File: config.mk
export PLATFORM = sky130hd
export DESIGN_NAME = adc_pacing_ctrl
export DESIGN_NICKNAME = d
export VERILOG_FILES = /design/src/hdl/adc_pacing_pkg.sv /design/src/hdl/pacing_divider.sv /design/src/hdl/sample_fifo.sv /design/src/hdl/adc_pacing_ctrl.sv
export SDC_FILE = /design/constraint.sdc
export NUM_CORES = 1
export LEC_CHECK = 0
export BUFFER_PORTS_ARGS = -buffer_cell sky130_fd_sc_hd__clkbuf_2
export CAP_MARGIN = 20
export CORE_AREA = 2 2 197 199
export DETAILED_ROUTE_END_ITERATION = 16
export DIE_AREA = 0 0 199 201
export MAX_ROUTING_LAYER = met4
export SLEW_MARGIN = 30
export SYNTH_ARGS = -nofsm -noshare
export SYNTH_HDL_FRONTEND = slang
export SYNTH_SLANG_ARGS = --single-unit
File: constraint.sdc
create_clock -name aclk -period 5.5 [get_ports aclk]
set_clock_uncertainty 0.2 [all_clocks]
set_input_delay 0.275 -clock aclk [delete_from_list [all_inputs] [get_ports aclk]]
set_output_delay 0.275 -clock aclk [all_outputs]
set_load 0.01 [all_outputs]
File: src/hdl/adc_pacing_pkg.sv
// Shared constants and carrier types for the converter control block
package adc_pacing_pkg;
  // ----------------------------------------------------------------
  // Register offsets (byte addresses)
  // ----------------------------------------------------------------
  localparam logic [7:0] OFF_CONTROL  = 8'h00;
  localparam logic [7:0] OFF_LATEST   = 8'h04;
  localparam logic [7:0] OFF_QUEUE_CS = 8'h08;
  localparam logic [7:0] OFF_QUEUE_RD = 8'h0C;
  localparam logic [7:0] OFF_DIVIDER  = 8'h10;
  localparam logic [7:0] OFF_RAW_IRQ  = 8'h14;
  localparam logic [7:0] OFF_IRQ_MASK = 8'h18;
  localparam logic [7:0] OFF_IRQ_FRC  = 8'h1C;
  localparam logic [7:0] OFF_IRQ_STS  = 8'h20;
  // ----------------------------------------------------------------
  // Field positions
  // ----------------------------------------------------------------
  localparam int CS_EN       = 0;
  localparam int CS_BIAS     = 1;
  localparam int CS_ONCE     = 2;
  localparam int CS_MANY     = 3;
  localparam int CS_READY    = 8;
  localparam int CS_ERR      = 9;
  localparam int CS_ERR_STK  = 10;
  localparam int CS_CHAN_LSB = 12;
  localparam int QC_EN       = 0;
  localparam int QC_SHIFT    = 1;
  localparam int QC_ERR      = 2;
  localparam int QC_DREQ     = 3;
  localparam int QC_EMPTY    = 8;
  localparam int QC_FULL     = 9;
  localparam int QC_UNDER    = 10;
  localparam int QC_OVER     = 11;
  localparam int QC_LVL_LSB  = 16;
  localparam int QC_THR_LSB  = 24;
  localparam int QR_ERR      = 15;
  localparam int DIV_INT_LSB = 8;
  localparam int IRQ_THRESH  = 0;
  localparam int IRQ_DONE    = 1;
  // ----------------------------------------------------------------
  // Values and counts
  // ----------------------------------------------------------------
  localparam logic [2:0]  SENSOR_CHAN = 3'h4;
  localparam int unsigned CONV_CYCLES = 96;
  localparam logic [1:0]  IRQ_RST     = 2'h0;
  localparam logic [31:0] REG_RST     = 32'h0000_0000;
  localparam logic [1:0]  RESP_OKAY   = 2'h0;

  // One conversion result as it travels into the queue
  typedef struct packed {
    logic        err;
    logic [11:0] value;
  } sample_t;

  // Control toward the analogue converter
  typedef struct packed {
    logic       power_en;
    logic       bias_en;
    logic       route_sensor;
    logic       start;
    logic [2:0] chan;
  } conv_ctrl_t;
endpackage

File: src/hdl/pacing_divider.sv
// Fractional pacing divider with first-order delta-sigma dithering
`timescale 1ns/10ps
`default_nettype none
module pacing_divider
  import adc_pacing_pkg::*;
#(
  parameter int unsigned INT_W  = 16,
  parameter int unsigned FRAC_W = 8
) (
  input  wire logic              aclk,
  input  wire logic              aresetn,
  input  wire logic              run,
  input  wire logic              restart,
  input  wire logic [INT_W-1:0]  div_int,
  input  wire logic [FRAC_W-1:0] div_frac,
  output logic                   tick
);
  if (INT_W < 2 || FRAC_W < 1)
  begin : g_bad
    $error("pacing_divider: widths too small");
  end

  typedef struct packed {
    logic [INT_W:0]    cnt;
    logic [FRAC_W-1:0] acc;
    logic              tick;
  } st_t;

  st_t              s_q;
  st_t              s_d;
  logic [FRAC_W:0]  sum;

  // ----------------------------------------------------------------
  // Count down; reload with int plus the accumulator carry
  // ----------------------------------------------------------------
  always_comb
  begin
    s_d = s_q;
    s_d.tick = 1'b0;
    sum = {1'b0, s_q.acc} + {1'b0, div_frac};
    if (restart || !run)
    begin
      // Any divider write starts again from the initial state
      s_d.cnt = {1'b0, div_int};
      s_d.acc = '0;
    end
    else if (s_q.cnt == '0)
    begin
      s_d.tick = 1'b1;
      s_d.acc  = sum[FRAC_W-1:0];
      // Interval is int+1 or int+2, averaging 1+int+frac/256
      s_d.cnt  = {1'b0, div_int} + {{INT_W{1'b0}}, sum[FRAC_W]};
    end
    else
    begin
      s_d.cnt = s_q.cnt - 1'b1;
    end
  end

  // State register
  always_ff @(posedge aclk)
  begin
    if (!aresetn)
      s_q <= '0;
    else
      s_q <= s_d;
  end

  assign tick = s_q.tick;
endmodule
`default_nettype wire

File: src/hdl/sample_fifo.sv
// Small flip-flop sample queue with level, full and empty
`timescale 1ns/10ps
`default_nettype none
module sample_fifo
  import adc_pacing_pkg::*;
#(
  parameter int unsigned DEPTH = 4,
  parameter int unsigned LVL_W = 4
) (
  input  wire logic             aclk,
  input  wire logic             aresetn,
  input  wire logic             push,
  input  wire sample_t          push_data,
  input  wire logic             pop,
  output sample_t               pop_data,
  output logic [LVL_W-1:0]      level,
  output logic                  full,
  output logic                  empty
);
  localparam int unsigned IDX_W = (DEPTH > 1) ? $clog2(DEPTH) : 1;

  if (DEPTH < 2 || (1 << IDX_W) != DEPTH || DEPTH >= (1 << LVL_W))
  begin : g_bad
    $error("sample_fifo: depth must be a power of two below 2**LVL_W");
  end

  typedef struct packed {
    sample_t [DEPTH-1:0] mem;
    logic [IDX_W-1:0]    wr;
    logic [IDX_W-1:0]    rd;
    logic [LVL_W-1:0]    cnt;
  } st_t;

  st_t  s_q;
  st_t  s_d;
  logic do_push;
  logic do_pop;

  // ----------------------------------------------------------------
  // Push when not full, pop when not empty; both may coincide
  // ----------------------------------------------------------------
  always_comb
  begin
    s_d = s_q;
    do_push = push && (s_q.cnt != LVL_W'(DEPTH));
    do_pop  = pop && (s_q.cnt != '0);
    if (do_push)
    begin
      s_d.mem[s_q.wr] = push_data;
      s_d.wr = s_q.wr + 1'b1;
    end
    if (do_pop)
      s_d.rd = s_q.rd + 1'b1;
    if (do_push && !do_pop)
      s_d.cnt = s_q.cnt + 1'b1;
    else if (do_pop && !do_push)
      s_d.cnt = s_q.cnt - 1'b1;
  end

  // State register
  always_ff @(posedge aclk)
  begin
    if (!aresetn)
      s_q <= '0;
    else
      s_q <= s_d;
  end

  assign pop_data = s_q.mem[s_q.rd];
  assign level    = s_q.cnt;
  assign full     = (s_q.cnt == LVL_W'(DEPTH));
  assign empty    = (s_q.cnt == '0);
endmodule
`default_nettype wire

File: src/hdl/adc_pacing_ctrl.sv
// Converter controller: register map, pacing, sample queue, interrupts
// Behaviour
// - Channel four routes sensor diode to converter
// - Nonzero divider paces free-running conversion starts
// - Divider write restarts the pacing count
// - Average pacing tick period is 1+int+frac/256 cycles
// - Status is raw AND mask OR force
// - Latest sample register holds last conversion
// - Zero divider: back-to-back, one per 96
// - Fraction dithers interval between int+1, int+2
// - Pacing tick during conversion, except its last cycle, is dropped
// - Raw interrupt while level at/above threshold
`timescale 1ns/10ps
`default_nettype none
module adc_pacing_ctrl
  import adc_pacing_pkg::*;
#(
  parameter int unsigned QUEUE_DEPTH = 4
) (
  input  wire logic        aclk,
  input  wire logic        aresetn,
  input  wire logic [7:0]  s_axi_awaddr,
  input  wire logic        s_axi_awvalid,
  output logic             s_axi_awready,
  input  wire logic [31:0] s_axi_wdata,
  input  wire logic [3:0]  s_axi_wstrb,
  input  wire logic        s_axi_wvalid,
  output logic             s_axi_wready,
  output logic [1:0]       s_axi_bresp,
  output logic             s_axi_bvalid,
  input  wire logic        s_axi_bready,
  input  wire logic [7:0]  s_axi_araddr,
  input  wire logic        s_axi_arvalid,
  output logic             s_axi_arready,
  output logic [31:0]      s_axi_rdata,
  output logic [1:0]       s_axi_rresp,
  output logic             s_axi_rvalid,
  input  wire logic        s_axi_rready,
  output conv_ctrl_t       conv_ctrl,
  input  wire sample_t     conv_result,
  output logic             irq,
  output logic             dreq
);
  // ----------------------------------------------------------------
  // State
  // ----------------------------------------------------------------
  typedef struct packed {
    logic        en;
    logic        bias;
    logic        many;
    logic [2:0]  chan;
    logic        err_last;
    logic        err_stk;
    logic [11:0] latest;
    logic        q_en;
    logic        q_shift;
    logic        q_err;
    logic        q_dreq;
    logic        under;
    logic        over;
    logic [3:0]  thresh;
    logic [15:0] div_int;
    logic [7:0]  div_frac;
    logic [1:0]  mask;
    logic [1:0]  force_irq;
    logic        done_flag;
    logic        busy;
    logic [6:0]  ccnt;
    logic        start;
    logic        aw_held;
    logic [7:0]  awaddr;
    logic        w_held;
    logic [31:0] wdata;
    logic [3:0]  wstrb;
    logic        bvalid;
    logic        rvalid;
    logic [31:0] rdata;
  } st_t;

  st_t         s_q;
  st_t         s_d;
  logic        pace_tick;
  logic        div_restart;
  logic        pace_run;
  logic        q_push;
  logic        q_pop;
  sample_t     q_in;
  sample_t     q_out;
  logic [3:0]  q_level;
  logic        q_full;
  logic        q_empty;
  logic [1:0]  raw;
  logic [1:0]  status;
  logic [31:0] rd;
  logic [31:0] wm;
  logic [31:0] w1;
  logic        wr_go;
  logic        ar_go;
  logic        finishing;
  logic        free;
  logic        launch;
  logic        div_zero;
  logic        once_req;

  // Byte lanes of a write strobe as a bit mask
  function automatic logic [31:0] lane_mask(input logic [3:0] strb);
    lane_mask = {{8{strb[3]}}, {8{strb[2]}}, {8{strb[1]}}, {8{strb[0]}}};
  endfunction

  // Merge written lanes over the old register value
  function automatic logic [31:0] merge(input logic [31:0] old,
                                        input logic [31:0] nw,
                                        input logic [3:0]  strb);
    merge = (old & ~lane_mask(strb)) | (nw & lane_mask(strb));
  endfunction

  // ----------------------------------------------------------------
  // Sub-blocks
  // ----------------------------------------------------------------
  pacing_divider #(
    .INT_W  (16),
    .FRAC_W (8)
  ) u_pace (
    .aclk     (aclk),
    .aresetn  (aresetn),
    .run      (pace_run),
    .restart  (div_restart),
    .div_int  (s_q.div_int),
    .div_frac (s_q.div_frac),
    .tick     (pace_tick)
  );

  sample_fifo #(
    .DEPTH (QUEUE_DEPTH),
    .LVL_W (4)
  ) u_queue (
    .aclk      (aclk),
    .aresetn   (aresetn),
    .push      (q_push),
    .push_data (q_in),
    .pop       (q_pop),
    .pop_data  (q_out),
    .level     (q_level),
    .full      (q_full),
    .empty     (q_empty)
  );

  // Interrupt sources and the masked, forced status
  assign raw[IRQ_THRESH] = (q_level >= s_q.thresh);
  assign raw[IRQ_DONE]   = s_q.done_flag;
  assign status          = (raw & s_q.mask) | s_q.force_irq;
  assign div_zero        = (s_q.div_int == '0) && (s_q.div_frac == '0);
  assign pace_run        = s_q.en && s_q.many && !div_zero;

  // ----------------------------------------------------------------
  // Read data mux; unmapped offsets read zero
  // ----------------------------------------------------------------
  always_comb
  begin
    rd = REG_RST;
    unique case (s_axi_araddr)
      OFF_CONTROL:
      begin
        rd[CS_EN]      = s_q.en;
        rd[CS_BIAS]    = s_q.bias;
        rd[CS_MANY]    = s_q.many;
        rd[CS_READY]   = s_q.en && !s_q.busy;
        rd[CS_ERR]     = s_q.err_last;
        rd[CS_ERR_STK] = s_q.err_stk;
        rd[CS_CHAN_LSB +: 3] = s_q.chan;
      end
      OFF_LATEST:   rd[11:0] = s_q.latest;
      OFF_QUEUE_CS:
      begin
        rd[QC_EN]    = s_q.q_en;
        rd[QC_SHIFT] = s_q.q_shift;
        rd[QC_ERR]   = s_q.q_err;
        rd[QC_DREQ]  = s_q.q_dreq;
        rd[QC_EMPTY] = q_empty;
        rd[QC_FULL]  = q_full;
        rd[QC_UNDER] = s_q.under;
        rd[QC_OVER]  = s_q.over;
        rd[QC_LVL_LSB +: 4] = q_level;
        rd[QC_THR_LSB +: 4] = s_q.thresh;
      end
      OFF_QUEUE_RD:
      begin
        rd[QR_ERR] = q_out.err;
        rd[11:0]   = q_out.value;
      end
      OFF_DIVIDER:  rd[23:0] = {s_q.div_int, s_q.div_frac};
      OFF_RAW_IRQ:  rd[1:0]  = raw;
      OFF_IRQ_MASK: rd[1:0]  = s_q.mask;
      OFF_IRQ_FRC:  rd[1:0]  = s_q.force_irq;
      OFF_IRQ_STS:  rd[1:0]  = status;
      default:      rd = REG_RST;
    endcase
  end

  // ----------------------------------------------------------------
  // Next-state logic: bus, registers, conversion sequencing
  // ----------------------------------------------------------------
  always_comb
  begin
    s_d = s_q;
    s_d.start = 1'b0;
    // Handshakes; write address and data are held until both arrive
    ar_go = s_axi_arvalid && !s_q.rvalid;
    wr_go = s_q.aw_held && s_q.w_held && !s_q.bvalid;
    if (s_axi_awvalid && !s_q.aw_held && !s_q.bvalid)
    begin
      s_d.aw_held = 1'b1;
      s_d.awaddr  = s_axi_awaddr;
    end
    if (s_axi_wvalid && !s_q.w_held && !s_q.bvalid)
    begin
      s_d.w_held = 1'b1;
      s_d.wdata  = s_axi_wdata;
      s_d.wstrb  = s_axi_wstrb;
    end
    if (s_q.bvalid && s_axi_bready)
      s_d.bvalid = 1'b0;
    if (s_q.rvalid && s_axi_rready)
      s_d.rvalid = 1'b0;
    if (ar_go)
    begin
      s_d.rvalid = 1'b1;
      s_d.rdata  = rd;
    end
    // Read side effects: pop the queue, clear the sticky done flag
    q_pop = ar_go && (s_axi_araddr == OFF_QUEUE_RD);
    if (ar_go && (s_axi_araddr == OFF_RAW_IRQ))
      s_d.done_flag = 1'b0;

    // Register writes
    wm = merge(REG_RST, s_q.wdata, s_q.wstrb);
    w1 = s_q.wdata & lane_mask(s_q.wstrb);
    div_restart = 1'b0;
    once_req = 1'b0;
    if (wr_go)
    begin
      s_d.aw_held = 1'b0;
      s_d.w_held  = 1'b0;
      s_d.bvalid  = 1'b1;
      unique case (s_q.awaddr)
        OFF_CONTROL:
        begin
          wm = merge({17'h0, s_q.chan, 8'h0, s_q.many, 1'b0, s_q.bias, s_q.en},
                     s_q.wdata, s_q.wstrb);
          s_d.en   = wm[CS_EN];
          s_d.bias = wm[CS_BIAS];
          s_d.many = wm[CS_MANY];
          s_d.chan = wm[CS_CHAN_LSB +: 3];
          // Single start is self-clearing and ignored in free-running mode
          once_req = w1[CS_ONCE] && !wm[CS_MANY];
          if (w1[CS_ERR_STK])
            s_d.err_stk = 1'b0;
        end
        OFF_QUEUE_CS:
        begin
          wm = merge({4'h0, s_q.thresh, 20'h0, s_q.q_dreq, s_q.q_err,
                      s_q.q_shift, s_q.q_en}, s_q.wdata, s_q.wstrb);
          s_d.q_en    = wm[QC_EN];
          s_d.q_shift = wm[QC_SHIFT];
          s_d.q_err   = wm[QC_ERR];
          s_d.q_dreq  = wm[QC_DREQ];
          s_d.thresh  = wm[QC_THR_LSB +: 4];
          if (w1[QC_UNDER])
            s_d.under = 1'b0;
          if (w1[QC_OVER])
            s_d.over = 1'b0;
        end
        OFF_DIVIDER:
        begin
          wm = merge({8'h0, s_q.div_int, s_q.div_frac}, s_q.wdata, s_q.wstrb);
          s_d.div_int  = wm[DIV_INT_LSB +: 16];
          s_d.div_frac = wm[7:0];
          div_restart  = 1'b1;
        end
        OFF_IRQ_MASK: s_d.mask      = wm[1:0];
        OFF_IRQ_FRC:  s_d.force_irq = wm[1:0];
        default:      s_d.busy      = s_q.busy;
      endcase
    end
    // Underflow set comes after its clear so a same-cycle set wins
    if (q_pop && q_empty)
      s_d.under = 1'b1;

    // Conversion: the last count cycle can also launch the next one
    finishing = s_q.busy && (s_q.ccnt == '0);
    free      = !s_q.busy || finishing;
    // Ticks that land while busy, before the last count cycle, are dropped, not queued
    launch = s_q.en && free && (once_req || (s_q.many &&
             (div_zero || pace_tick)));
    q_in.err   = s_q.q_err && conv_result.err;
    q_in.value = s_q.q_shift ? {4'h0, conv_result.value[11:4]} : conv_result.value;
    q_push = finishing && s_q.q_en;
    if (finishing)
    begin
      s_d.busy      = 1'b0;
      s_d.latest    = conv_result.value;
      s_d.err_last  = conv_result.err;
      s_d.done_flag = 1'b1;
      if (conv_result.err)
        s_d.err_stk = 1'b1;
      // A full queue keeps its contents and drops this sample
      if (q_push && q_full)
        s_d.over = 1'b1;
    end
    else if (s_q.busy)
      s_d.ccnt = s_q.ccnt - 1'b1;
    if (launch)
    begin
      s_d.busy  = 1'b1;
      s_d.start = 1'b1;
      s_d.ccnt  = 7'(CONV_CYCLES - 1);
    end
  end

  // State register
  always_ff @(posedge aclk)
  begin
    if (!aresetn)
      s_q <= '0;
    else
      s_q <= s_d;
  end

  // ----------------------------------------------------------------
  // Outputs
  // ----------------------------------------------------------------
  assign s_axi_awready = !s_q.aw_held && !s_q.bvalid;
  assign s_axi_wready  = !s_q.w_held && !s_q.bvalid;
  assign s_axi_bvalid  = s_q.bvalid;
  assign s_axi_bresp   = RESP_OKAY;
  assign s_axi_arready = !s_q.rvalid;
  assign s_axi_rvalid  = s_q.rvalid;
  assign s_axi_rdata   = s_q.rdata;
  assign s_axi_rresp   = RESP_OKAY;

  // Converter control; bias is software's job, never tied to power
  assign conv_ctrl.power_en     = s_q.en;
  assign conv_ctrl.bias_en      = s_q.bias;
  assign conv_ctrl.route_sensor = (s_q.chan == SENSOR_CHAN);
  assign conv_ctrl.start        = s_q.start;
  assign conv_ctrl.chan         = s_q.chan;

  assign irq  = |status;
  assign dreq = s_q.q_dreq && raw[IRQ_THRESH] && !q_empty;
endmodule
`default_nettype wire

-- Yosys cells after proc, flatten, opt, wreduce, memory -nomap -nowiden
Cells that the tools add are included.
- register bits: 226
- input bits: 72
- word-level logic and storage cells: 213
- $add $sub $neg: 8
- $lt $le $gt $ge: 4
- eq/ne operators: 16
- muxes and demuxes: 50
- bitwise logic cells: 12
- reductions and logical operators: 77
- operators by type and width (cell ; number):
    bitwise AND 28 bit ; 2
    == test 8 x 5 -> 1 bit, second input constant ; 7
    bitwise mux 52 bit ; 1
    two-way mux 24 bit ; 2
    two-way mux 13 bit ; 3
    two-way mux 34 bit ; 1
    logical AND 1 bit ; 33
    two-way mux 33 bit ; 1
    inverter 28 bit ; 1
    OR 28 bit ; 1
    binary-select mux 13 bit (select 2 bit) ; 1
    demux 13 bit (select 2 bit) ; 1
    bitwise AND 24 bit ; 1
    == test 8 x 4 -> 1 bit, second input constant ; 3
    zero test 8 bit ; 3
    OR 24 bit ; 1
    two-way mux 9 bit ; 2
    case mux 2 bit (9 select lines) ; 1
    nonzero test 2 bit ; 9
    adder 16 x 1 -> 17 bit ; 1
    zero test 17 bit ; 1
    two-way mux 1 bit ; 17
    two-way mux 17 bit ; 1
    subtractor 17 x 1 -> 17 bit, second input constant ; 1
    40 further kinds ; 72

-- Depth between registers and ports, before layout
Gate-level depths: netlist of the first run.
- word-level depth: 11
- depth in mapped cells: 15
- mapped depth without buffers: 15

-- Hierarchy
From an unflattened synthesis of the first run, not the netlist that was laid out.
- cells, all modules: 1296
- area total of the unflattened synthesis: 11249.5 µm²
- by module, submodules not included (module ; instances ; cells each ; area each (µm²)):
    adc_pacing_ctrl ; 1 ; 790 ; 6422.4
    sample_fifo ; 1 ; 257 ; 2860.2
    pacing_divider ; 1 ; 249 ; 1966.9

-- Worst setup path before layout of the first run
OpenSTA, ideal clock, no wires.
- path type: flip-flop to flip-flop
- start point: register with a tool-made name
- end point: register u_pace.s_q[21] (netlist bit)
- data arrival time: 2.732 ns
- required time: 5.184 ns
- path slack: 2.452 ns
- stages on the path, launching flop included: 16
- buffers on the path: 0
- cell sequence: dfxtp_1 > ha_1 > fa_1 > a211oi_1 > o21bai_1 > a21oi_1 > nor2b_1 > o21ai_0 > nand2b_1 > ha_1 > nand3_1 > nor4_2 > and3_1 > a21o_1 > a21oi_1 > nor2_1
- RTL lines (element ; line ; RTL):
    to (signal assigned) ; pacing_divider.sv:64 ; s_q <= '0;
    to (signal assigned) ; pacing_divider.sv:66 ; s_q <= s_d;
    to (decl) ; pacing_divider.sv:29 ; st_t s_q;

==> out/results.env, run 1 <==
YOSYS-TOP-CELLS-AREA='dfxtp_1 (40%), nand2_1 (8.8%), a21boi_0 (6.7%), mux2i_1 (4.1%), o211a_1 (3.3%)'
PLACE_HPWL_MM=21.9
ROUTE.DETAILED.WL_PER_INST_UM=16.5
DETAIL-ROUTE-ANTENNA-NETS=0
YOSYSTOPAREACELL='dfxtp_1'
CTS.REPORTEDPATHS.CLKPINSLEW_NS=0.06
MAXCAPVIOLATIONS=0
LAYOUTNONFILLERINSTCOUNT=1895
MAXSLEWVIOLCOUNT=0
CLK-INSERTION-DELAY-LATE_NS=0.52
DIE-AREA_SQ_UM=40000
FLOORPLAN.CORE_AREA_SQ_UM=38100
PIN_COUNT_OF_THE_BIGGEST_NET_ENTERING_GLOBAL_ROUTING=80
CTSROOTBUFFERMASTER='clkbuf_16'
NUMBER_OF_ENABLE_TYPE_REGISTER_CELLS_IN_THE_SYNTHESIZED_NETLIST=0
FIN_HOLD_WS_NS=0.0758
STATIC-LEAKAGE-POWER_nW=5.50
OUTCOME='completed'
FIRST_GLOBAL_VIAS=9051
SYNTH_AREA_PER_CELL_SQ_UM=8.83
CRITPATHARRIVALTIME_NS=3.79
POST_CTS_RESIZE_COUNT=0
CRITICALPATHCATEGORY='register to register'
FINAL_LAYOUT_SIZE_SUFFIX_GT1_SHARE_PCT=13.7
COUNT_OF_DISTINCT_CELL_TYPES_IN_THE_SYNTHESIZED_NETLIST=76
WORST_IR_DROP_VDD_uV=190
PLACED_CELLS_INCL_TAPS=1795
POST_DP_CELL_AREA_SQ_UM=11900
TRITONCTS='done'
SETUP.WORST_PATH.END_CLASS='register'
TRITONCTS.NUM_BUFFERS=25
YS.WARNINGS.COUNT=0
MAXIMUM_ACHIEVABLE_FREQUENCY_MHz=281
SYNTH.FF_LATCH_COUNT=226
CRITPATHREQUIREDTIME_NS=5.73
NUMBER_OF_ROWS_CREATED_AT_FLOORPLAN=72
TIGHTESTPINTRANSITION_NS=0.887
CTS.SINK_COUNT=226
FLOORPLAN.DIE.WIDTH_UM=199
DRT-TOTAL-WL_MM=31.2
R2R_SETUP_SLACK_NS=1.94
POST_SYNTHESIS_CELL_AREA_SQ_UM=11200
POST_LAYOUT_NET_COUNT=1462
ROUTE.VIAS.TOTAL=9313
POWER.DENSITY_CELL_AREA_nW_PER_UM2=259
SYNTH_LARGEST_TYPE_AREA_FRACTION_PCT=40.2
CTS-HTREE-LEVELS=1
LAYOUT_MIN_CYCLE_TIME_NS=3.56
SYN_INST=1274
DOMINANTREGCELLSYNTH='dfxtp_1'
START_UTIL_PCT=29.5
PLACE.PORT_BUFFERS=109
VIAS_PER_CELL=4.91
NETLIST_TOP_CELLS_COUNT='nand2_1 (264), dfxtp_1 (226), a21boi_0 (101)'
GRT.TOTAL_USAGE_PCT=16.0
FILLER_CELL_COUNT=3961
INITIAL_DRT_MARKERS=528
RSZ0062_AT_GRT='false'
SHARE_OF_THE_CLOCK_PERIOD_USED_BY_THE_WORST_PATH_AFTER_LAYOUT_PCT=64.7
ASYNC_RESET_FF_SHARE_PCT=0
HOLD_PATH.CLASS='input pin to register'
RELATIVE_AREA_CHANGE_FROM_SYNTHESIS_TO_FINAL_LAYOUT_PCT=17.4
DRTPASS1ITERATIONS=7
MAX_FO_CRITICAL_PATH=6
MAX_BUFFERS_ROOT_TO_SINK=3
DIE_H_UM=201
CTS.HOLD.BUFFERS_ADDED=60
SYNTH_SEQUENTIAL_AREA_RATIO_PCT=40.2
WIRE_LENGTH_OF_THE_FIRST_GLOBAL_ROUTING_PASS_MM=49.6
PLACE_CONGESTION=0.850
POST-ROUTE-DRC-COUNT=0
BOUNDARY_PINS=122
REPORT.FINAL.SETUP_VIOL=0
TNS_NS=0
GRT_ANTENNA_BEFORE_REPAIR=1
CTS_SETUP_BUFFERS=0
FINAL_HOLD_VIOLATION_COUNT=0
SLEW-LIMIT-HEADROOM_PCT=40.8
DESIGN_AREA_SQ_UM=13200
SYNTH.MOST_COMMON_CELL='nand2_1'
GLOBALROUTE.TOTALOVERFLOW=0
WORST_SETUP_PATH_START_KIND='register'
per-layer routing:
| layer | track usage, % | vias up | routed length, um |
|---|---|---|---|
| met1 | 20.0 | 4435 | 13800 |
| met2 | 26.2 | 213 | 14900 |
| met3 | 2.32 | 54 | 1450 |
| met4 | 5.52 | 0 | 1030 |
| met5 | - | - | 0 |
| li1 | - | 4611 | - |
logic make-up after synthesis:
family | count (synthesis) | synth area share [%]
AOI/OAI and AO/OA | 281 | 18.9
xor gates and xnor gates | 23 | 1.79
adders and majority gates | 26 | 3.03
buffers and inverters | 143 | 6.60
DFF | 226 | 40.2
muxes | 61 | 7.00
other | 1 | 0.0334
and+or+nand+nor | 513 | 22.4
metrics by stage:
stage          utilization (%)  total power [W]  worst slack [ns]
6_report                  34.7          0.00342              1.94
3_5_place_dp              31.2          0.00192              1.93
3_3_place_gp              31.2          0.00191              1.99
5_1_grt                   34.7          0.00356              1.56
4_1_cts                   34.6          0.00347              1.92
2_1_floorplan                -          0.00185              2.45
power breakdown:
part	internal, W	total (W)	switching [W]
logic	0.0000973	0.000219	0.000122
clock network	0.000866	0.00151	0.000646
registers	0.00167	0.00169	0.0000247
total	0.00263	0.00342	0.000792
critical path: stages, from the launching register on:
cell	delay, ns
dfxtp_1	0.41
ha_1	0.23
fa_1	0.26
a211oi_1	0.11
o21bai_1	0.17
a21oi_1	0.12
nor2b_1	0.11
o21ai_0	0.08
nand2b_1	0.10
ha_1	0.18
nand3_1	0.15
nor4_2	0.56
nand4_1	0.23
or2_1	0.27
a2bb2oi_1	0.13
o22ai_1	0.16
path summary, 6_finish.rpt:
| check | start | endpoint | cells after the start |
|---|---|---|---|
| setup reg to reg | register | u_pace.s_q[24] | 15 |
| hold / removal | s_axi_awvalid | s_q[73] | 4 |
| setup / recovery | register | u_pace.s_q[24] | 15 |
| hold reg to reg | u_pace.s_q[5] | u_pace.s_q[5] | 2 |
layout by cell type (no fill, tap or decap), drive strengths merged, types with 24 or more instances in the layout:
cell	netlist	final
a21boi	101	101
nor2	45	45
ha	24	24
nand3	53	53
nand2	265	265
dlygate4sd3	0	60
mux2i	46	46
dfxtp	226	226
clkbuf	61	143
o21ai	30	30
nor2b	43	43
a21oi	30	30
o211a	37	37
cell type report:
cell class | instances | area, sq um | share of cell area, %
clock buffer | 35 | 693 | 5.25
tap | 518 | 648 | 4.91
timing repair buffer | 180 | 1230 | 9.32
clock inverter | 4 | 22.5 | 0.171
sequential | 226 | 4520 | 34.3
antenna | 1 | 2.50 | 0.0190
inverter | 19 | 71.3 | 0.540
multi-input combinational | 912 | 6010 | 45.5
No activity file was read; power rests on OpenSTA's default activity.
==> run 2, diff against run 1 <==
- clock period: 5.5 -> 3.7 ns (I/O delays scaled with it)
==> run 2 against run 1 <==
Effect of this change: setup slack got worse by 1.7 ns; final area increased by 3.6%; cell count increased by 2.0%; critical path depth unchanged; global-route usage about the same.
==> out/results.env, run 2 (same netlist as run 1, synthesis figures left out) <==
CTS-HTREE-LEVELS=1  # unchanged
HOLD_PATH.CLASS='input pin to register'
WORST_SETUP_PATH_ENDPOINT='u_pace.s_q[21]'
DETAIL-ROUTE-ANTENNA-NETS=0  # unchanged
INITIAL_DRT_MARKERS=547  # +3.6%
STATIC-LEAKAGE-POWER_nW=5.76  # +4.6%
LAYOUT_COMMON_CELLS='nand2_1 (263), dfxtp_1 (226), clkbuf_2 (108), a21boi_0 (101), dlygate4sd3_1 (82)'
MAX_FO_CRITICAL_PATH=4  # -2
START_UTIL_PCT=29.5  # unchanged
RELATIVE_AREA_CHANGE_FROM_SYNTHESIS_TO_FINAL_LAYOUT_PCT=21.7
TIGHTESTPINTRANSITION_NS=0.903  # +0.0150 ns
BOUNDARY_PINS=122  # unchanged
CTSROOTBUFFERMASTER='clkbuf_16'
MAXIMUM_ACHIEVABLE_FREQUENCY_MHz=289  # +2.7%
VIAS_PER_CELL=4.89  # -0.54%
CTS.REPORTEDPATHS.CLKPINSLEW_NS=0.06  # about the same
CRITICAL_PATH.REG2REG.ENDPOINT='u_pace.s_q[21]'
TNS_NS=0  # unchanged
WORST_IR_DROP_VDD_uV=270  # +42%
DIE-AREA_SQ_UM=40000  # unchanged
FINALCOREUTILIZATION_PCT=35.9  # +1.3 points
TRITONCTS.NUM_BUFFERS=25  # unchanged
ROUTE.VIAS.TOTAL=9444  # +1.4%
REPORT.FINAL.SETUP_VIOL=0  # unchanged
POST-ROUTE-DRC-COUNT=0  # unchanged
LAYOUT_MIN_CYCLE_TIME_NS=3.46  # -0.0947 ns
CRITPATHARRIVALTIME_NS=3.67  # -0.12 ns
FINAL_LAYOUT_SIZE_SUFFIX_GT1_SHARE_PCT=14.4  # +0.63 points
FLOORPLAN.DIE.WIDTH_UM=199  # unchanged
WIRE_LENGTH_OF_THE_FIRST_GLOBAL_ROUTING_PASS_MM=50.1  # +1.1%
DRTPASS1ITERATIONS=5  # -2
PIN_COUNT_OF_THE_BIGGEST_NET_ENTERING_GLOBAL_ROUTING=94  # +18%
ROUTE.DETAILED.WL_PER_INST_UM=16.2  # -1.5%
TIMING.REG2REG.WORST_PATH_DEPTH=15  # unchanged
SEQUENTIAL_CELL_AREA_SQ_UM=4520  # unchanged
RSZ0062_AT_GRT='false'
FINAL_HOLD_VIOLATION_COUNT=0  # unchanged
MAX_BUFFERS_ROOT_TO_SINK=3  # unchanged
TRITONCTS='done'
PLACE.PORT_BUFFERS=109  # unchanged
GLOBALROUTE.TOTALOVERFLOW=0  # unchanged
DIE_H_UM=201  # unchanged
WORST_SETUP_PATH_START_KIND='register'
FILLER_CELL_COUNT=3920  # -1.0%
TIMING.HOLD.WORST_PATH_DEPTH=5  # +1
GRT_ANTENNA_BEFORE_REPAIR=1  # unchanged
CRITPATHREQUIREDTIME_NS=3.91  # -1.82 ns
PLACE_HPWL_MM=22.2  # +1.3%
MAXCAPVIOLATIONS=0  # unchanged
NUMBER_OF_ROWS_CREATED_AT_FLOORPLAN=72  # unchanged
MOSTFREQUENTLAYOUTCELL='nand2_1'
FIRST_GLOBAL_VIAS=9342  # +3.2%
PLACE_CONGESTION=0.862  # +1.3%
SHARE_OF_THE_CLOCK_PERIOD_USED_BY_THE_WORST_PATH_AFTER_LAYOUT_PCT=93.6  # +29 points
POST_LAYOUT_NET_COUNT=1494  # +2.2%
CLK-INSERTION-DELAY-LATE_NS=0.51  # about the same
OUTCOME='completed'
POWER.DENSITY_CELL_AREA_nW_PER_UM2=405  # +56%
CRITICALPATHCATEGORY='register to register'
GRT.TOTAL_USAGE_PCT=16.0  # +0.042 points
DRT-TOTAL-WL_MM=31.3  # +0.43%
CTS.SINK_COUNT=226  # unchanged
SETUP.WORST_PATH.END_CLASS='register'
MAXSLEWVIOLCOUNT=0  # unchanged
MULTI_INPUT_COMB_AREA_SQ_UM=6020  # +0.10%
WORST_HOLD_STARTPOINT='s_axi_arvalid'
DESIGN_AREA_SQ_UM=13700  # +3.6%
POST_DP_CELL_AREA_SQ_UM=12000  # +0.72%
FLOORPLAN.CORE_AREA_SQ_UM=38100  # unchanged
R2R_SETUP_SLACK_NS=0.24  # -1.71 ns
SLEW-LIMIT-HEADROOM_PCT=39.2  # -1.6 points
[run 2: changes by cell type in the layout (fill, tap and decap cells not counted)]
cell	before	now
bufinv_16	0	5
clkinv_4	0	1
nor4_4	4	5
nor4_2	1	0
buf_4	12	21
nor2_2	1	0
clkbuf_8	3	4
dlygate4sd3_1	60	82
buf_12	0	1
clkinv_2	3	1
nor2_1	44	45
[run 2: per-layer routing]
layer | vias up | share of wire [%] | GRT usage [%]
met5 | - | 0 | -
met4 | 0 | 3.6 | 6.05
met3 | 58 | 4.2 | 2.03
met2 | 224 | 48 | 26.1
met1 | 4485 | 45 | 20.2
li1 | 4677 | - | -
[run 2: cell type report]
type	count	share of cell area, %
well taps	518	4.74
inverters	19	0.521
repair buffers	212	11.2
flip-flops and latches	226	33.1
multi-input cells	912	44.0
diodes	1	0.0183
clock buffers	36	5.17
clock inverters	8	1.25
[run 2: worst min-delay path by stage]
stage,to
floorplan,s_axi_rvalid
global placement,s_q[50]
detailed placement,s_q[64]
CTS,u_queue.s_q[4]
global route,u_queue.s_q[4]
finish,u_queue.s_q[4]
[run 2: worst max-delay path, cell delays in order (launching register included)]
cell and delay (ns):
dfxtp_1 0.36, ha_1 0.26, fa_1 0.43, a211oi_1 0.32, o21bai_1 0.13, a21oi_1 0.23
nor2b_1 0.07, o21ai_0 0.15, nand2b_1 0.11, ha_1 0.23, nand3_1 0.21, nor4_4 0.09
and3_1 0.20, a21o_1 0.17, a21oi_1 0.15, nor2_1 0.06
[run 2: repair_timing]
action                     4_1_cts  5_1_grt
hold buffers                    82        0
hold endpoints to repair       138        0
resized for setup                0        1
buffers inserted                 0        0
setup endpoints to repair        0        2
[run 2: report_power, final]
part	switching (W)	internal (W)
clock network	0.00100	0.00167
registers	0.0000380	0.00248
logic	0.000183	0.000162
total	0.00122	0.00431
[run 2: metrics by stage]
stage | cells | hold slack [ns] | setup WS (ns) | total power [W]
after floorplan | 1281 | 0.123 | 0.652 | 0.00275
after global placement | 1805 | 0.230 | 0.384 | 0.00285
after detailed placement | 1805 | 0.228 | 0.345 | 0.00285
after CTS | 1931 | 0.0133 | 0.260 | 0.00560
after global routing | 1932 | 0.0934 | 0.00168 | 0.00574
final | 1932 | 0.0398 | 0.237 | 0.00553
==> run 3, diff against run 2 <==
- RECOVER_POWER: unset -> 50
==> run 3 against run 2 <==
Effect of this change: register-to-register slack barely moved; largest cell class unchanged; global-route usage did not move; via count barely moved; highest routed layer unchanged; core utilization fell by 0.30 points; final area fell by 0.82%; clock-buffer cell count did not move; first-iteration DRC count rose by 11%; die area did not move; the run now ends with max-capacitance violations, max-slew violations left; sequential power barely moved; fmax fell by 0.27%; routed wire length rose by 0.33%.
==> out/results.env, run 3 (same netlist as run 1, synthesis figures left out) <==
OUTCOME='finished, violations left'
FAILED_CHECKS='max-capacitance violations, max-slew violations'
REPORT.FINAL.SETUP_VIOL=0  # unchanged
PLACED_CELLS_INCL_TAPS=1805  # unchanged
WORST_IR_DROP_VDD_uV=270  # about the same
FLOORPLAN.CORE_AREA_SQ_UM=38100  # unchanged
FLOORPLAN.DIE.WIDTH_UM=199  # unchanged
ROUTE.VIAS.TOTAL=9438  # -0.064%
LAYOUT_COMMON_CELLS='nand2_1 (263), dfxtp_1 (226), a21boi_0 (101), dlygate4sd3_1 (82), clkbuf_2 (69)'
MAXIMUM_ACHIEVABLE_FREQUENCY_MHz=288  # -0.27%
POWER_SWITCHING_W=0.00123  # +0.39%
TRITONCTS='done'
FIRST_GLOBAL_VIAS=9342  # unchanged
PLACE_CONGESTION=0.862  # unchanged
CTSROOTBUFFERMASTER='clkbuf_16'
POWER.DENSITY_CELL_AREA_nW_PER_UM2=408  # +0.84%
BOUNDARY_PINS=122  # unchanged
CTS-HTREE-LEVELS=1  # unchanged
SLEW-LIMIT-HEADROOM_PCT=-1.50  # -41 points
MAX_FO_CRITICAL_PATH=4  # unchanged
GRT.TOTAL_USAGE_PCT=16.0  # unchanged
DRT-TOTAL-WL_MM=31.4  # +0.33%
TRITONCTS.NUM_BUFFERS=25  # unchanged
CLK-INSERTION-DELAY-LATE_NS=0.51  # about the same
WORST_SETUP_PATH_START_KIND='register'
STATIC-LEAKAGE-POWER_nW=5.59  # -2.9%
RELATIVE_AREA_CHANGE_FROM_SYNTHESIS_TO_FINAL_LAYOUT_PCT=20.7
POST_LAYOUT_NET_COUNT=1494  # unchanged
DETAIL-ROUTE-ANTENNA-NETS=0  # unchanged
TIMING.HOLD.WORST_PATH_DEPTH=5  # unchanged
START_UTIL_PCT=29.5  # unchanged
PLACE.PORT_BUFFERS=109  # unchanged
INITIAL_DRT_MARKERS=609  # +11%
GLOBALROUTE.TOTALOVERFLOW=0  # unchanged
CRITPATHREQUIREDTIME_NS=3.90  # about the same
PIN_COUNT_OF_THE_BIGGEST_NET_ENTERING_GLOBAL_ROUTING=94  # unchanged
PORTION_OF_TOTAL_POWER_ATTRIBUTED_TO_COMBINATIONAL_LOGIC_PCT=6.1  # about the same
INTERNAL_POWER_SUMMED_OVER_ALL_CELLS_W=0.00431  # -0.10%
ROUTE.DETAILED.WL_PER_INST_UM=16.3  # +0.33%
MAXCAPVIOLATIONS=1  # +1
FINAL_HOLD_VIOLATION_COUNT=0  # unchanged
DIE-AREA_SQ_UM=40000  # unchanged
MOSTFREQUENTLAYOUTCELL='nand2_1'
POST-ROUTE-DRC-COUNT=0  # unchanged
DIE_H_UM=201  # unchanged
CTS_SETUP_BUFFERS=0  # unchanged
CRITICALPATHCATEGORY='register to register'
CRIT_PATH_SETUP_SLACK_LAYOUT_NS=0.228  # -0.00941 ns
PWR-SHARE-CLK_PCT=48.4  # about the same
GRT_ANTENNA_BEFORE_REPAIR=1  # unchanged
NETSWITCHINGFRACTION_PCT=22.2  # +0.084 points
MAX_BUFFERS_ROOT_TO_SINK=3  # unchanged
CTS.SINK_COUNT=226  # unchanged
PRECTSSETUPSLACK_NS=0.345  # unchanged
HOLD_PATH.CLASS='input pin to register'
TIMING.REG2REG.WORST_PATH_DEPTH=15  # unchanged
FILLER_CELL_COUNT=3944  # +0.61%
VIAS_PER_CELL=4.89  # about the same
TIGHTESTPINTRANSITION_NS=1.52  # +0.620 ns
NUMBER_OF_ROWS_CREATED_AT_FLOORPLAN=72  # unchanged
SHARE_OF_THE_CLOCK_PERIOD_USED_BY_THE_WORST_PATH_AFTER_LAYOUT_PCT=93.8  # +0.25 points
LAYOUTNONFILLERINSTCOUNT=1932  # unchanged
TNS_NS=0  # unchanged
PWR-SHARE-SEQ_PCT=45.4  # about the same
FINAL_LAYOUT_SIZE_SUFFIX_GT1_SHARE_PCT=10.9  # -3.5 points
MAXSLEWVIOLCOUNT=94  # +94
CTS.REPORTEDPATHS.CLKPINSLEW_NS=0.06  # about the same
FIN_HOLD_WS_NS=0.0374  # -0.00245 ns
CRITPATHARRIVALTIME_NS=3.67  # about the same
SETUP.WORST_PATH.END_CLASS='register'
OVERALL_POWER_W=0.00553  # about the same
DRTPASS1ITERATIONS=5  # unchanged
LAYOUT_MIN_CYCLE_TIME_NS=3.47  # +0.00941 ns
WIRE_LENGTH_OF_THE_FIRST_GLOBAL_ROUTING_PASS_MM=50.1  # unchanged
PLACE_HPWL_MM=22.2  # unchanged
==> run 3: cell count changes in the layout (fill, tap and decap cells not counted) <==
cell,previous run,this run
nand4_2,1,0
nor4_1,12,13
nor4_4,5,4
clkbuf_2,108,69
clkbuf_1,7,54
buf_12,1,0
buf_4,21,14
nand4_1,5,6
==> run 3: power groups by stage <==
| stage | logic [W] | clock network [W] | registers (W) |
|---|---|---|---|
| 6_report | 0.000340 | 0.00268 | 0.00252 |
| 5_1_grt | 0.000378 | 0.00283 | 0.00252 |
| 4_1_cts | 0.000349 | 0.00274 | 0.00252 |
| 3_5_place_dp | 0.000283 | 0 | 0.00257 |
| 3_3_place_gp | 0.000278 | 0 | 0.00257 |
| 2_1_floorplan | 0.000195 | 0 | 0.00255 |
==> run 3: repair_timing <==
action,in CTS,in global routing
gates resized for setup,0,1
hold buffers,82,0
hold endpoints to repair,138,0
endpoints found under the setup margin,0,2
==> run 3: final cells by class <==
class	instances	area, sq um	share of cell area [%]
Multi-Input combinational cell	912	6000	44.2
Clock inverter	8	171	1.26
Inverter	19	71.3	0.526
Sequential cell	226	4520	33.3
Antenna cell	1	2.50	0.0184
Tap cell	518	648	4.78
Timing Repair Buffer	212	1450	10.7
Clock buffer	36	707	5.21
==> run 3: through the flow <==
step / utilization [%] / instance area, sq um
global placement: 31.4 / 12000
CTS: 35.9 / 13700
finish: 35.6 / 13600
global route: 35.6 / 13600
floorplan: - / 11300
detailed placement: 31.4 / 12000
==> run 3: path summary, 6_finish.rpt <==
kind,startpoint,end,slack [ns]
hold reg to reg,u_pace.s_q[5],u_pace.s_q[5],0.26
setup reg to reg,register,u_pace.s_q[21],0.23
hold / removal,s_axi_arvalid,u_queue.s_q[4],0.04
setup / recovery,register,u_pace.s_q[21],0.23
==> run 3: critical path, cell delays in order (launching register included) <==
cell,delay (ns)
dfxtp_1,0.36
ha_1,0.26
fa_1,0.43
a211oi_1,0.32
o21bai_1,0.13
a21oi_1,0.24
nor2b_1,0.07
o21ai_0,0.15
nand2b_1,0.11
ha_1,0.23
nand3_1,0.21
nor4_4,0.09
and3_1,0.20
a21o_1,0.17
a21oi_1,0.15
nor2_1,0.06
==> run 3: routing by layer <==
layer	GRT usage (%)	vias up	share of wire, %
li1	-	4674	-
met1	20.2	4482	45
met2	26.1	221	47
met3	2.03	61	4.0
met4	6.05	0	3.7
met5	-	-	0
